--- src/include/nmc_pkg.sv ---
// package for the nested memory type combiner and execute trap block
package nmc_pkg;

  // ==========================================================================
  // memory type encodings (page attribute encodings, plus internal types)
  // ==========================================================================
  typedef enum logic [3:0]
  {
    MT_UC       = 4'h0,
    MT_WC       = 4'h1,
    MT_WT       = 4'h4,
    MT_WP       = 4'h5,
    MT_WB       = 4'h6,
    MT_UCM      = 4'h7,
    MT_CD       = 4'h8,
    MT_WCP      = 4'h9
  } nmc_mtype_type;

  // ==========================================================================
  // register map
  // ==========================================================================
  localparam logic [11:0] REG_CTRL_OFS   = 12'h000;
  localparam logic [11:0] REG_GUEST_ATTRIBUTE_TABLE_LO    = 12'h004;
  localparam logic [11:0] REG_GUEST_ATTRIBUTE_TABLE_HI    = 12'h008;
  localparam logic [11:0] REG_HPAT_LO    = 12'h00C;
  localparam logic [11:0] REG_HPAT_HI    = 12'h010;
  localparam logic [11:0] REG_STATUS_OFS = 12'h014;
  localparam logic [11:0] REG_RESULT_OFS = 12'h018;
  localparam logic [11:0] REG_FAULT_OFS  = 12'h01C;
  localparam logic [11:0] REG_FEAT_OFS   = 12'h020;
  localparam logic [11:0] REG_CTLBLK_OFS = 12'h024;

  // ctrl field positions
  localparam int CTRL_NP_EN   = 0;
  localparam int CTRL_GCD     = 1;
  localparam int CTRL_HCD     = 2;
  localparam int CTRL_GPTR_WT = 3;
  localparam int CTRL_GPTR_CD = 4;
  localparam int CTRL_NPTR_WT = 5;
  localparam int CTRL_NPTR_CD = 6;
  localparam int CTRL_EPA     = 7;

  // guest control block word: execute trap enable bit 3 of offset 090h
  localparam logic [11:0] CTLBLK_TRAP_OFS = 12'h090;
  localparam int          CTLBLK_TRAP_BIT = 3;

  // feature query: bit 17 of the fourth output register
  localparam int FEAT_TRAP_BIT = 17;

  // fault code bits
  localparam int FC_PRESENT = 0;
  localparam int FC_WRITE   = 1;
  localparam int FC_USER    = 2;
  localparam int FC_RSV     = 3;
  localparam int FC_FETCH   = 4;

  // reset values (power-on attribute table layout)
  localparam logic [63:0] PAT_RST  = 64'h0007040600070406;
  localparam logic [7:0]  CTRL_RST = 8'h00;

  // cycles a combiner drain pulse stays high
  localparam int DRAIN_CYCLES = 1;

  // ==========================================================================
  // carriers
  // ==========================================================================
  typedef struct packed
  {
    logic       page_cache_disable;
    logic       page_write_through;
    logic       attribute_index_bit;
    logic [2:0] size;   // log2 page size class, 0 = smallest
    logic       nx;
    logic       us;
    logic       present;
    logic       rsv;
  } nmc_pte_type;

  typedef struct packed
  {
    logic       valid;
    logic [3:0] mtype;
    logic [2:0] size;
    logic       fault;
    logic [4:0] fcode;
  } nmc_result_type;

endpackage : nmc_pkg

--- src/nmc_core.sv ---
// nested memory type combine, splintering, on-demand pointer_directory_entry and execute trap
//
// The placing of the registers and the APB register port were decided locally.
`timescale 1ns/10ps
// ============================================================================
// ============================================================================
module nmc_core
  import nmc_pkg::*;
(
  input  wire logic           I_CLK_SYS,
  input  wire logic           I_NRST,
  input  wire logic           I_CE,
  // apb slave
  input  wire logic           I_PSEL,
  input  wire logic           I_PENABLE,
  input  wire logic           I_PWRITE,
  input  wire logic [11:0]    I_PADDR,
  input  wire logic [31:0]    I_PWDATA,
  output logic      [31:0]    O_PRDATA,
  output logic                O_PREADY,
  output logic                O_PSLVERR,
  // translation request from the walker
  input  wire logic           I_REQ_VALID,
  input  wire nmc_pte_type    I_GUEST_PTE,
  input  wire nmc_pte_type    I_NEST_PTE,
  input  wire logic [2:0]     I_RANGE_TYPE,
  input  wire logic [51:0]    I_SYS_PADDR,
  input  wire logic           I_FETCH,
  input  wire logic           I_WRITE,
  input  wire logic [1:0]     I_CPL,
  // pointer directory fetch during walk
  input  wire logic           I_POINTER_DIRECTORY_ENTRY_VALID,
  input  wire logic [63:0]    I_POINTER_DIRECTORY_ENTRY_DATA,
  // world switches
  input  wire logic           I_WORLD_ENTRY,
  input  wire logic           I_WORLD_EXIT,
  output logic                O_RESULT_VALID,
  output nmc_result_type      O_RESULT,
  output logic                O_SNOOP_ALL,
  output logic                O_COMBINE,
  output logic                O_DRAIN_WC,
  output logic                O_POINTER_DIRECTORY_ENTRY_FAULT,
  output logic      [51:0]    O_RANGE_ADDR
);

  // ==========================================================================
  // functions
  // ==========================================================================
  function automatic logic [3:0] pat_lookup(input logic [63:0] page_attribute_table, input logic [2:0] idx);
    logic [7:0] f;
    f = page_attribute_table[idx*8 +: 8];
    pat_lookup = {1'b0, f[2:0]};
  endfunction : pat_lookup

  function automatic logic [2:0] pat_index(input logic attribute_index_bit, input logic page_cache_disable, input logic page_write_through,
                                           input logic bcd, input logic bwt);
    pat_index = {attribute_index_bit, page_cache_disable | bcd, page_write_through | bwt};
  endfunction : pat_index

  // guest row, host column order uc ucm wc wp wt wb
  function automatic logic [3:0] merge_gh(input logic [3:0] g, input logic [3:0] h);
    merge_gh = MT_UC;
    case (g)
      MT_UC, MT_UCM: merge_gh = MT_UC;
      MT_WC:         merge_gh = (h == MT_UC || h == MT_UCM || h == MT_WC) ? MT_WC : MT_WCP;
      MT_WP:         merge_gh = (h == MT_WP || h == MT_WB) ? MT_WP : MT_UC;
      MT_WT:         merge_gh = (h == MT_WT || h == MT_WB) ? MT_WT : MT_UC;
      MT_WB:         merge_gh = (h == MT_UCM) ? MT_UC : h;
      default:       merge_gh = MT_UC;
    endcase
  endfunction : merge_gh

  function automatic logic [3:0] merge_range(input logic [3:0] p, input logic [3:0] m);
    merge_range = MT_UC;
    case (p)
      MT_UC:  merge_range = m;
      MT_UCM: merge_range = (m == MT_UC || m == MT_WC) ? m : MT_CD;
      MT_WC:  merge_range = MT_WC;
      MT_WCP: merge_range = (m == MT_UC) ? MT_WC : MT_WCP;
      MT_WP:  merge_range = (m == MT_UC) ? MT_UC : (m == MT_WP || m == MT_WB) ? MT_WP : MT_CD;
      MT_WT:  merge_range = (m == MT_UC) ? MT_UC : (m == MT_WT || m == MT_WB) ? MT_WT : MT_CD;
      MT_WB:  merge_range = m;
      default: merge_range = MT_UC;
    endcase
  endfunction : merge_range

  // ==========================================================================
  // registers
  // ==========================================================================
  logic [7:0]      ctrl_r;
  logic [63:0]     guest_attribute_table_r;
  logic [63:0]     hpat_r;
  logic            trap_en_r;
  logic            trap_arm_r;
  logic [31:0]     prdata_r;
  logic            pready_r;
  logic            pslverr_r;
  logic            res_valid_r;
  nmc_result_type  res_r;
  logic            snoop_r;
  logic            comb_r;
  logic            drain_r;
  logic            pointer_directory_entry_fault_r;
  logic [51:0]     range_addr_r;
  logic [7:0]      fault_cnt_r;

  wire logic acc = I_PSEL && I_PENABLE && !pready_r;
  wire logic wr  = acc && I_PWRITE;
  wire logic hit = (I_PADDR <= REG_CTLBLK_OFS) && (I_PADDR[1:0] == 2'b00);

  always_ff @(posedge I_CLK_SYS)
  begin
    if (!I_NRST)
    begin
      ctrl_r <= CTRL_RST;
      guest_attribute_table_r <= PAT_RST;
      hpat_r <= PAT_RST;
      trap_arm_r <= 1'b0;
    end
    else if (I_CE && wr)
    begin
      case (I_PADDR)
        REG_CTRL_OFS:   ctrl_r <= I_PWDATA[7:0];
        // guest attribute writes land in the host copy when nested is off
        REG_GUEST_ATTRIBUTE_TABLE_LO:    if (ctrl_r[CTRL_NP_EN]) guest_attribute_table_r[31:0] <= I_PWDATA;
                        else hpat_r[31:0] <= I_PWDATA;
        REG_GUEST_ATTRIBUTE_TABLE_HI:    if (ctrl_r[CTRL_NP_EN]) guest_attribute_table_r[63:32] <= I_PWDATA;
                        else hpat_r[63:32] <= I_PWDATA;
        REG_HPAT_LO:    hpat_r[31:0] <= I_PWDATA;
        REG_HPAT_HI:    hpat_r[63:32] <= I_PWDATA;
        REG_CTLBLK_OFS: trap_arm_r <= I_PWDATA[CTLBLK_TRAP_BIT];
        default:        ;
      endcase
    end
  end

  // trap mode latched at world entry only
  always_ff @(posedge I_CLK_SYS)
  begin
    if (!I_NRST)
      trap_en_r <= 1'b0;
    else if (I_CE && I_WORLD_ENTRY)
      trap_en_r <= trap_arm_r;
  end

  // ==========================================================================
  // apb answer: one wait cycle, pready registered
  // ==========================================================================
  always_ff @(posedge I_CLK_SYS)
  begin
    if (!I_NRST)
    begin
      prdata_r  <= 32'h0;
      pready_r  <= 1'b0;
      pslverr_r <= 1'b0;
    end
    else if (I_CE)
    begin
      pready_r  <= acc;
      pslverr_r <= acc && !hit;
      prdata_r  <= 32'h0;
      if (acc && !I_PWRITE)
      begin
        case (I_PADDR)
          REG_CTRL_OFS:   prdata_r <= {24'h0, ctrl_r};
          REG_GUEST_ATTRIBUTE_TABLE_LO:    prdata_r <= guest_attribute_table_r[31:0];
          REG_GUEST_ATTRIBUTE_TABLE_HI:    prdata_r <= guest_attribute_table_r[63:32];
          REG_HPAT_LO:    prdata_r <= hpat_r[31:0];
          REG_HPAT_HI:    prdata_r <= hpat_r[63:32];
          REG_STATUS_OFS: prdata_r <= {22'h0, fault_cnt_r, pointer_directory_entry_fault_r, trap_en_r};
          REG_RESULT_OFS: prdata_r <= {18'h0, res_r};
          REG_FAULT_OFS:  prdata_r <= {27'h0, res_r.fcode};
          REG_FEAT_OFS:   prdata_r <= 32'h1 << FEAT_TRAP_BIT;
          REG_CTLBLK_OFS: prdata_r <= {28'h0, trap_arm_r, 3'h0};
          default:        prdata_r <= 32'h0;
        endcase
      end
    end
  end

  // ==========================================================================
  // translation combine
  // ==========================================================================
  logic [3:0] g_type;
  logic [3:0] h_type;
  logic [3:0] p_type;
  logic [3:0] f_type;
  logic       exec_ok;
  logic       fault;
  logic [4:0] fcode;

  always_comb
  begin
    h_type = pat_lookup(hpat_r, pat_index(I_NEST_PTE.attribute_index_bit, I_NEST_PTE.page_cache_disable, I_NEST_PTE.page_write_through,
                        ctrl_r[CTRL_NPTR_CD], ctrl_r[CTRL_NPTR_WT]));
    g_type = pat_lookup(guest_attribute_table_r, pat_index(I_GUEST_PTE.attribute_index_bit, I_GUEST_PTE.page_cache_disable, I_GUEST_PTE.page_write_through,
                        ctrl_r[CTRL_GPTR_CD], ctrl_r[CTRL_GPTR_WT]));
    if (ctrl_r[CTRL_NP_EN])
      p_type = merge_gh(g_type, h_type);
    else
      p_type = h_type;
    f_type = merge_range(p_type, {1'b0, I_RANGE_TYPE});
    if ((ctrl_r[CTRL_GCD] || ctrl_r[CTRL_HCD]) && f_type != MT_WCP && f_type != MT_WC)
      f_type = MT_CD;
    // no-execute wins, then trap for supervisor fetch of user pages
    exec_ok = !I_NEST_PTE.nx;
    if (trap_en_r && I_NEST_PTE.us && I_CPL != 2'd3)
      exec_ok = 1'b0;
    fault = !I_NEST_PTE.present || I_NEST_PTE.rsv || (I_FETCH && !exec_ok);
    fcode = '0;
    fcode[FC_PRESENT] = I_NEST_PTE.present;
    fcode[FC_WRITE]   = I_WRITE;
    fcode[FC_USER]    = 1'b1;
    fcode[FC_RSV]     = I_NEST_PTE.rsv;
    fcode[FC_FETCH]   = I_FETCH;
  end

  always_ff @(posedge I_CLK_SYS)
  begin
    if (!I_NRST)
    begin
      res_valid_r  <= 1'b0;
      res_r        <= '0;
      snoop_r      <= 1'b0;
      comb_r       <= 1'b0;
      range_addr_r <= '0;
    end
    else if (I_CE)
    begin
      res_valid_r  <= I_REQ_VALID;
      range_addr_r <= I_SYS_PADDR;
      if (I_REQ_VALID)
      begin
        res_r.valid <= 1'b1;
        res_r.mtype <= f_type;
        res_r.size  <= (I_GUEST_PTE.size < I_NEST_PTE.size) ?
                       I_GUEST_PTE.size : I_NEST_PTE.size;
        res_r.fault <= fault;
        res_r.fcode <= fcode;
        snoop_r     <= (f_type == MT_WCP) || (f_type == MT_CD);
        comb_r      <= (f_type == MT_WCP) || (f_type == MT_WC);
      end
    end
  end

  always_ff @(posedge I_CLK_SYS)
  begin
    if (!I_NRST)
      fault_cnt_r <= 8'h0;
    else if (I_CE && I_REQ_VALID && fault)
      fault_cnt_r <= fault_cnt_r + 8'h1;
  end

  // drain pulse on either world switch
  always_ff @(posedge I_CLK_SYS)
  begin
    if (!I_NRST)
      drain_r <= 1'b0;
    else if (I_CE)
      drain_r <= I_WORLD_ENTRY || I_WORLD_EXIT;
  end

  // pointer entries checked when fetched, never at base write
  always_ff @(posedge I_CLK_SYS)
  begin
    if (!I_NRST)
      pointer_directory_entry_fault_r <= 1'b0;
    else if (I_CE)
      pointer_directory_entry_fault_r <= I_POINTER_DIRECTORY_ENTRY_VALID && ctrl_r[CTRL_EPA] && I_POINTER_DIRECTORY_ENTRY_DATA[0] &&
                      (I_POINTER_DIRECTORY_ENTRY_DATA[2:1] != 2'b00 || I_POINTER_DIRECTORY_ENTRY_DATA[8:5] != 4'h0);
  end

  assign O_PRDATA       = prdata_r;
  assign O_PREADY       = pready_r;
  assign O_PSLVERR      = pslverr_r;
  assign O_RESULT_VALID = res_valid_r;
  assign O_RESULT       = res_r;
  assign O_SNOOP_ALL    = snoop_r;
  assign O_COMBINE      = comb_r;
  assign O_DRAIN_WC     = drain_r;
  assign O_POINTER_DIRECTORY_ENTRY_FAULT   = pointer_directory_entry_fault_r;
  assign O_RANGE_ADDR   = range_addr_r;
endmodule : nmc_core

--- config.mk ---
export PLATFORM = sky130hd
export DESIGN_NAME = nmc_core
export DESIGN_NICKNAME = d
export VERILOG_FILES = /design/src/include/nmc_pkg.sv /design/src/nmc_core.sv
export SDC_FILE = /design/constraint.sdc
export NUM_CORES = 1
export LEC_CHECK = 0
export BUFFER_PORTS_ARGS = -buffer_cell sky130_fd_sc_hd__buf_2
export CORE_MARGIN = 2
export CORE_UTILIZATION = 34
export DETAILED_ROUTE_END_ITERATION = 16
export PLACE_DENSITY = 0.61
export SYNTH_ARGS = -nofsm -noshare
export SYNTH_HDL_FRONTEND = slang
export SYNTH_SLANG_ARGS = --single-unit
--- constraint.sdc ---
create_clock -name I_CLK_SYS -period 10.4 [get_ports I_CLK_SYS]
set_input_delay 1.04 -clock I_CLK_SYS [delete_from_list [all_inputs] [get_ports I_CLK_SYS]]
set_output_delay 1.04 -clock I_CLK_SYS [all_outputs]
set_load 0.02 [all_outputs]
# --- Word-level counts from Yosys, hierarchy flattened ---
# Cells that the tools add are included.
totals:
  rom_bits: 0
  in_bits: 197
  register_bits: 251
  latch_bits: 0
  n_memories: 0
  word_cells: 143
  output_inout_bits: 105
  ram_bits: 0
classes:
  mul: 0
  addsub: 1
  mux: 21
  shifts: 2
  magnitude_cmp: 2
  div: 0
  eq_ne: 36
  n_bitwise: 4
  reduce_logical: 55
op_table:
  columns: ["cell", "count"]
  rows:
  - ["one-hot mux 32 bit (10 select lines)", 1]
  - ["one-hot mux 32 bit (2 select lines)", 2]
  - ["indexed part select 64 x 7 -> 3 bit", 2]
  - ["two-way mux 32 bit", 2]
  - ["equality test 12 x 5 -> 1 bit (second input constant)", 4]
  - ["two-way mux 4 bit", 9]
  - ["equality test 3 bit (second input constant)", 10]
  - ["equality test 12 x 4 -> 1 bit (second input constant)", 2]
  - ["equality test 12 x 6 -> 1 bit (second input constant)", 2]
  - ["one-hot mux 4 bit (6 select lines)", 1]
  - ["logical AND 1 bit", 18]
  - ["equality test 4 x 3 -> 1 bit (second input constant)", 4]
  - ["one-hot mux 4 bit (4 select lines)", 1]
  - ["logical OR 1 bit", 14]
  - ["equality test 12 x 3 -> 1 bit (second input constant)", 1]
  - ["equality test 4 bit (second input constant)", 3]
  - ["<= comparator 12 x 6 -> 1 bit (second input constant)", 1]
  - ["logical NOT 12 bit", 1]
  - ["two-way mux 3 bit", 4]
  - ["AND reduction 3 bit", 4]
  - ["equality test 3 x 1 -> 1 bit (second input constant)", 3]
  - ["adder 8 x 1 -> 8 bit (second input constant)", 1]
  - ["equality test 4 x 1 -> 1 bit (second input constant)", 2]
  - ["logical NOT 1 bit", 6]
  - ["13 further kinds", 23]

# --- Depth between registers and ports, before layout ---
# Gate-level depths: netlist (run 1).
depth:
  depth_word: 17
  mapped_depth: 12
  mapped_depth_nobuf: 10

# --- Worst setup path after synthesis (run 1) ---
# No wires, ideal clock.
synth_path:
  kind: "input-to-reg"
  startpoint: "input I_GUEST_PTE[9] in the netlist's numbering"
  endpoint: "register snoop_r, in the netlist O_SNOOP_ALL"
  path_stages: 10
  setup_time_ns: 0.132
  n_path_buf: 0
  path_slack_ns: 6.206
  arrival_ns: 4.062
  t_required_ns: 10.268
  path_cell_list: "nor2_2 > mux4_1 > mux2_4 > or4_4 > a2111oi_4 > a2bb2oi_1 > a2bb2oi_1 > o211ai_2 > a2111oi_2 > nor3_1"
synth_via:
  elab_chain_cells: 14
  elab_cells_between_ends: 25
  classes_between: "eq/ne: 14; shift: 1; mux: 4; bitwise: 1; reduce/logical: 5"
synth_lines:
  columns: ["element", "line", "text"]
  rows:
  - ["start, declared", "nmc_core.sv:24", "input wire nmc_pte_type I_GUEST_PTE,"]
  - ["bitwise OR 1 bit (*)", "nmc_core.sv:57", "pat_index = {attribute_index_bit, page_cache_disable | bcd, page_write_through | bwt};"]
  - ["indexed part select 64 x 7 -> 3 bit (*)", "nmc_core.sv:51", "f = page_attribute_table[idx*8 +: 8];"]
  - ["equality test 3 bit / equality test 3 x 1 -> 1 bit (equally long branches)", "nmc_core.sv:63", "case (g)"]
  - ["one-hot mux 4 bit (4 select lines) (*)", "nmc_core.sv:63", null]
  - ["two-way mux 4 bit (*)", "nmc_core.sv:198", "if (ctrl_r[CTRL_NP_EN])"]
  - ["equality test 4 x 3 -> 1 bit / logical NOT 4 bit (equally long branches)", "nmc_core.sv:75", "case (p)"]
  - ["OR reduction 2 bit (no source line)", null, null]
  - ["one-hot mux 4 bit (6 select lines) (*)", "nmc_core.sv:75", null]
  - ["!= test 4 bit", "nmc_core.sv:203", "if ((ctrl_r[CTRL_GCD] || ctrl_r[CTRL_HCD]) && f_type != MT_WCP && f_type != MT_WC)"]
  - ["logical AND 1 bit (2 in series)", "nmc_core.sv:203", null]
  - ["two-way mux 4 bit (*)", "nmc_core.sv:203", null]
  - ["equality test 4 bit", "nmc_core.sv:240", "snoop_r <= (f_type == MT_WCP) || (f_type == MT_CD);"]
  - ["logical OR 1 bit (*)", "nmc_core.sv:240", null]
  - ["end signal, assigned", "nmc_core.sv:240", null]
  - ["end, declared", "nmc_core.sv:100", "logic snoop_r;"]
# Every way passes the cells marked *; elsewhere a longest branch is shown, timed or not.
# A chain may end at the register's enable or synchronous reset.

# --- Worst setup path in the final report (run 1) ---
layout_path:
  startpoint: "input I_NEST_PTE[8] in the netlist's numbering"
  endpoint: "register snoop_r, in the netlist O_SNOOP_ALL"
layout_via:
  elab_chain_cells: 17
  elab_cells_between_ends: 35
  classes_between: "eq/ne: 15; shift: 1; mux: 8; bitwise: 1; reduce/logical: 10"
layout_lines:
  columns: ["element", "line", "text"]
  rows:
  - ["start, declared", "nmc_core.sv:25", "input wire nmc_pte_type I_NEST_PTE,"]
  - ["bitwise OR 1 bit (*)", "nmc_core.sv:57", null]
  - ["indexed part select 64 x 7 -> 3 bit (*)", "nmc_core.sv:51", null]
  - ["equality test 3 bit / logical NOT 3 bit (equally long branches)", "nmc_core.sv:65, nmc_core.sv:68", null]
  - ["logical OR 1 bit (2 in series)", "nmc_core.sv:65", "MT_WC: merge_gh = (h == MT_UC || h == MT_UCM || h == MT_WC) ? MT_WC : MT_WCP;"]
  - ["two-way mux 4 bit", "nmc_core.sv:65", null]
  - ["one-hot mux 4 bit (4 select lines)", "nmc_core.sv:63", null]
  - ["two-way mux 4 bit (*)", "nmc_core.sv:198", null]
  - ["equality test 4 x 3 -> 1 bit / logical NOT 4 bit (equally long branches)", "nmc_core.sv:75", null]
  - ["OR reduction 2 bit (no source line)", null, null]
  - ["one-hot mux 4 bit (6 select lines) (*)", "nmc_core.sv:75", null]
  - ["!= test 4 bit", "nmc_core.sv:203", null]
  - ["logical AND 1 bit (2 in series)", "nmc_core.sv:203", null]
  - ["two-way mux 4 bit (*)", "nmc_core.sv:203", null]
  - ["equality test 4 bit", "nmc_core.sv:240", null]
  - ["logical OR 1 bit (*)", "nmc_core.sv:240", null]
# Marks and branches as above.

==> flow_metrics.tcl, run 1 <==
set metrics [dict create \
    post-cts-setup-buffers 0 \
    io_pins 302 \
    rows 65 \
    drive_gt1_share_pct 22.7 \
    rr_startpoint "ctrl_r[5]" \
    grt_util_all_layers_pct 20.4 \
    synth_compound_area_share_pct 19.3 \
    synth_cells 1255 \
    avgSynthCellArea_um2 8.77 \
    critical_path_class "in -> reg" \
    tns_ns 0 \
    cts_tree "built" \
    grt_max_degree 157 \
    syn_area_um2 11000 \
    finalSetupViolCount 0 \
    yosysSeqAreaShare_pct 45.5 \
    crit_path_end "O_SNOOP_ALL" \
    ys_types 63 \
    die_x_um 184 \
    antenna_found_initial 11 \
    areaGrowthSynthToFinish_pct 22.4 \
    synthSimpleGateAreaFrac_pct 21.6 \
    wl_per_cell_um 19.2 \
    irDropWorstVdd_v 0.000118 \
    syn-num-nets 1455 \
    place_congestion 0.817 \
    finalWorstSetupSlack_ns 6.04 \
    grt_first_pass_wirelength_um 54100 \
    period_share_pct 41.9 \
    synth_top_family_by_area "simple AND/OR/NAND/NOR gates" \
    grt_overflow 0 \
    fin_nets 1649 \
    synth-xor-area-share_pct 0.716 \
    async_reset_ff_share_pct 0 \
    tightest_slew_ns 1.11 \
    maxCapViolCount 0 \
    cp-startpoint "I_NEST_PTE[8]" \
    die_y_um 184 \
    synth-edff-count 0 \
    fin_skew_ns 0.00796 \
    portBuffers 240 \
    holdWs_ns 0.465 \
    clock_path_buffers 3 \
    synth_warnings 0 \
    ys.flop_type "dfxtp_1" \
    hold_buffers 0 \
    min_period_ns 4.36 \
    drv_slew 0 \
    root_buffer "clkbuf_16" \
    worst-r2r-cell-count 10 \
    regToRegEndpoint "O_SNOOP_ALL" \
    final_core_util_pct 42.5 \
    hold_class "reg -> reg" \
    via_per_inst 5.28 \
    core_area_um2 31700 \
    worstPathMaxFanout 12 \
    outcome "finished, final reports clean" \
    rsz0062_at_grt "false" \
    end_kind "register" \
    total_power_w 0.00219 \
    cp-start-kind "primary input" \
    postRouteAntennaNets 0 \
    start_util_pct 34.7 \
    clock_latency_ns 0.54 \
    leakage_nw 5.22 \
    num_vias 9911 \
    dpl.hpwl_um 23300 \
    routed_wl_um 36000 \
    place_worst_setup_slack_ns 5.60 \
    grt_pass1_vias 9294 \
    cts-buffers-inserted 29 \
    maxSlewHeadroom_pct 25.9 \
    hold_viol_final 0 \
    cts.sinks 250 \
    crit_arrival_ns 4.78 \
    ys_ff_latch 250 \
    cts.clk_slew.worst_paths_ns 0.06 \
    max_freq_mhz 230 \
    worst-endpoint-required_ns 10.82 \
    yosys.area_share.adder_pct 0.341 \
    r2r_setup_slack_ns 6.30 \
    p_per_area_nw_per_um2 162 \
    synthMuxAreaShare_pct 8.98 \
    drcViolationCount 0 \
    drt-initial-drc-count 763 \
    firstDrtPassIters 6 \
    htreeDepth 1 \
    fp.dieArea_um2 33800 \
    cts_resized 0 \
]
power by group:
group	total (W)	switching, W	internal (W)
logic	0.000175	0.000101	0.0000735
clock network	0.00103	0.000402	0.000625
registers	0.000985	0.0000111	0.000974
total	0.00219	0.000515	0.00167
cell type report:
cell class                      instances  area (um2)
Sequential cell                       250        5000
Timing Repair Buffer                  254        1310
Clock inverter                          9         120
Multi-Input combinational cell        906        5660
Inverter                                8        30.0
Clock buffer                           42         835
Antenna cell                            5        12.5
Fill cell                            3241       18200
Tap cell                              402         503
cells by family (layout without fill, tap and decap cells):
group | after synthesis | in the layout
AO/OA/AOI/OAI | 302 | 302
XOR/XNOR | 9 | 9
adder cells (fa/ha/maj) | 3 | 3
buffers and inverters | 99 | 313
flip-flops | 250 | 250
multiplexers | 81 | 81
other | 0 | 5
AND/OR/NAND/NOR | 511 | 511
worst max-delay path: stages:
cell	delay (ns)
buf_2	0.11
or2_1	0.40
mux4_2	0.56
mux2i_1	0.69
a21oi_1	0.15
o221ai_1	0.88
nand3_1	0.17
o31ai_1	0.12
a21oi_1	0.19
a2111oi_2	0.37
nor3_1	0.10
layout by cell type (no fill, tap or decap), types with 7 or more instances in the layout:
master     instances
o21ai_0           10
and2_1             7
buf_2            239
a31oi_1           12
nand3_1           36
mux2i_1           68
inv_1              7
nor2b_1          103
nand2_1          284
a21oi_1           68
clkbuf_1           7
buf_4             14
a222oi_1          10
a21boi_0         111
dfxtp_1          250
nor3_1            15
a22oi_1           63
clkbuf_16         29
nor2_1            21
cells in the mapped netlist (all sizes together) (3+ instances only):
cell type | instances | area (um2)
nor2 | 27 | 109
a21oi | 68 | 340
mux4 | 12 | 293
xnor2 | 6 | 52.6
o21ai | 13 | 65.1
xor2 | 3 | 26.3
and3 | 3 | 20.0
buf | 14 | 67.6
a22oi | 63 | 473
inv | 8 | 30.0
dfxtp | 250 | 5000
nand4 | 6 | 37.5
ha | 3 | 37.5
mux2i | 68 | 681
a31oi | 12 | 75.1
nand3 | 38 | 190
o31ai | 4 | 30.0
nor2b | 103 | 644
clkbuf | 77 | 289
nand2 | 284 | 1070
a222oi | 10 | 100
o211a | 3 | 30.0
nor3 | 17 | 85.1
a21boi | 111 | 833
or2 | 5 | 31.3
nor4 | 5 | 31.3
o21a | 3 | 22.5
and2 | 9 | 56.3
worst min-delay path by stage:
| stage | start | endpoint | slack (ns) | cells after the start |
|---|---|---|---|---|
| 6_report | guest_attribute_table_r[54] | guest_attribute_table_r[54] | 0.46 | 2 |
| 3_5_place_dp | guest_attribute_table_r[54] | guest_attribute_table_r[54] | 0.46 | 2 |
| 4_1_cts | hpat_r[31] | hpat_r[31] | 0.47 | 2 |
| 3_3_place_gp | guest_attribute_table_r[7] | guest_attribute_table_r[7] | 0.45 | 2 |
| 5_1_grt | guest_attribute_table_r[45] | guest_attribute_table_r[45] | 0.48 | 2 |
| 2_1_floorplan | guest_attribute_table_r[37] | guest_attribute_table_r[37] | 0.44 | 2 |
flip-flops by register name, summed over array words and instances, names as in the netlist, 8 cells and up:
register	cells
guest_attribute_table_r	64
hpat_r	64
O_RANGE_ADDR	52
O_PRDATA	32
O_RESULT	13
ctrl_r	8
fault_cnt_r	8
metrics by stage:
stage                     instance area (um2)  std cells
final                                   13500       1876
after floorplan                         11000       1255
after global routing                    13500       1874
after CTS                               13500       1871
after global placement                  12500       1820
after detailed placement                12500       1820
metal layers:
metal	GRT usage (%)	wire (um)
met5	0	74
met2	32.6	16400
met1	27.5	15800
met4	6.59	1050
met3	4.14	2630
(Power assumes the default switching activity.)
==> inputs of run 2 (changes only) <==
--- a/config.mk
+++ b/config.mk
@@ -9,7 +9,7 @@
 export CORE_MARGIN = 2
 export CORE_UTILIZATION = 34
 export DETAILED_ROUTE_END_ITERATION = 16
-export PLACE_DENSITY = 0.61
+export PLACE_DENSITY = 0.63
 export SYNTH_ARGS = -nofsm -noshare
 export SYNTH_HDL_FRONTEND = slang
 export SYNTH_SLANG_ARGS = --single-unit
==> constraint.sdc (replaced) <==
create_clock -name I_CLK_SYS -period 3.7 [get_ports I_CLK_SYS]
set_input_delay 0.37 -clock I_CLK_SYS [delete_from_list [all_inputs] [get_ports I_CLK_SYS]]
set_output_delay 0.37 -clock I_CLK_SYS [all_outputs]
set_load 0.02 [all_outputs]
==> flow_metrics.tcl, run 2 (synthesis gave the netlist of run 1 again) <==
set metrics [dict create \
    outcome "finished, final reports clean" \
    pwr-share-seq_pct 46.4 \
    hold_class "in -> reg" \
    grt_max_degree 133 \
    switching_share_pct 24.0 \
    drv_slew 0 \
    min_period_ns 3.57 \
    antenna_found_initial 8 \
    place_congestion 0.916 \
    io_pins 302 \
    dpl.hpwl_um 24400 \
    fin_skew_ns 0.0137 \
    cts.clk_slew.worst_paths_ns 0.06 \
    holdWs_ns 0.0726 \
    routed_wl_um 36200 \
    cts_tree "built" \
    rr_startpoint "ctrl_r[4]" \
    cp-startpoint "ctrl_r[4]" \
    die_y_um 184 \
    root_buffer "clkbuf_16" \
    max_freq_mhz 280 \
    fillers 3167 \
    worst-endpoint-required_ns 4.12 \
    cts.sinks 250 \
    cp-start-kind "register" \
    cts-buffers-inserted 29 \
    p_int_w 0.00453 \
    clock_power_share_pct 44.9 \
    rows 65 \
    drt-initial-drc-count 946 \
    start_util_pct 34.7 \
    drive_gt1_share_pct 23.6 \
    final_common_cell "nand2_1" \
    die_x_um 184 \
    leakage_nw 5.31 \
    rsz0062_at_grt "true" \
    p_comb_share_pct 8.6 \
    worstPathMaxFanout 3 \
    via_per_inst 5.19 \
    irDropWorstVdd_v 0.000302 \
    p_per_area_nw_per_um2 437 \
    wl_per_cell_um 19.1 \
    grt_pass1_vias 9379 \
    critical_path_class "reg -> reg" \
    grt_overflow 0 \
    htreeDepth 1 \
    maxCapViolCount 0 \
    end_kind "register" \
    clock_latency_ns 0.55 \
    drcViolationCount 0 \
    crit_arrival_ns 3.99 \
    hold_viol_final 0 \
    final_core_util_pct 43.0 \
    cts_resized 0 \
    tightest_slew_ns 0.868 \
    grt_first_pass_wirelength_um 54900 \
    num_vias 9850 \
    grt_util_all_layers_pct 20.7 \
    fin_nets 1676 \
    maxSlewHeadroom_pct 42.1 \
    firstDrtPassIters 6 \
    fp.dieArea_um2 33800 \
    postRouteAntennaNets 0 \
    core_area_um2 31700 \
    switchingPower_w 0.00143 \
    finalSetupViolCount 0 \
    clock_path_buffers 3 \
    portBuffers 240 \
    period_share_pct 96.4 \
    areaGrowthSynthToFinish_pct 24.0 \
    timing.hold.worst.start "I_SYS_PADDR[36]" \
    most-common-layout-cells "nand2_1 (284), dfxtp_1 (250), buf_2 (238), a21boi_0 (111), nor2b_1 (103)" \
]
==> run 2: final timing paths <==
check                                   endpoint  slack (ns)  cells past startpoint
worst max register to register       O_SNOOP_ALL        0.13                     10
worst min-delay path            O_RANGE_ADDR[36]        0.07                      3
worst min register to register        hpat_r[21]        0.46                      2
worst max-delay path                 O_SNOOP_ALL        0.13                     10
==> run 2: area by class of cell <==
type | instances | area (um2) | share of cell area [%]
timing repair buffer | 281 | 1580 | 11.6
clock buffer | 39 | 803 | 5.89
clock inverter | 6 | 66.3 | 0.486
multi-input combinational | 906 | 5650 | 41.4
tap | 402 | 503 | 3.69
inverter | 8 | 30.0 | 0.220
sequential | 250 | 5000 | 36.7
antenna | 6 | 15.0 | 0.110
==> run 2: repair_timing <==
item,4_1_cts,5_1_grt
setup buffers,0,0
endpoints found under the hold margin,0,0
endpoints found under the setup margin,0,3
hold buffers,0,0
==> run 2: metrics by stage <==
| stage | area [um2] | TNS [ns] | cells | total power (W) | worst slack (ns) |
|---|---|---|---|---|---|
| final | 13600 | 0 | 1898 | 0.00596 | 0.133 |
| after global routing | 13600 | -0.0164 | 1895 | 0.00619 | -0.0164 |
| after CTS | 13600 | 0 | 1892 | 0.00602 | 0.0755 |
| after detailed placement | 12800 | -0.0467 | 1847 | 0.00334 | -0.0327 |
| after global placement | 12800 | -0.0101 | 1847 | 0.00333 | -0.0101 |
| after floorplan | 11000 | 0 | 1255 | 0.00312 | 0.176 |
==> run 2: power groups by stage <==
stage | logic, W | clock network (W) | registers (W)
2_1_floorplan | 0.000242 | 0 | 0.00288
3_3_place_gp | 0.000504 | 0 | 0.00283
3_5_place_dp | 0.000511 | 0 | 0.00283
4_1_cts | 0.000513 | 0.00274 | 0.00277
5_1_grt | 0.000556 | 0.00286 | 0.00277
6_report | 0.000513 | 0.00268 | 0.00277
==> run 2: critical path, cell delays in order, from the launching register on <==
cell and delay [ns]:
dfxtp_1 0.33, nor2_2 0.20, mux4_1 0.60, mux2_4 0.29, or4_4 0.49, a2111oi_4 0.41, a2bb2oi_1 0.26, a2bb2oi_1 0.21
o211ai_2 0.12, a2111oi_2 0.41, nor3_1 0.11
==> run 2: routing by layer <==
metal  vias up  part of all wire (%)  global-route usage (%)
met5         -                 0.052                       0
met3        57                   6.7                    3.65
met2       330                    48                    34.8
li1       4824                     -                       -
met4         4                   2.2                    5.79
met1      4635                    44                    27.2
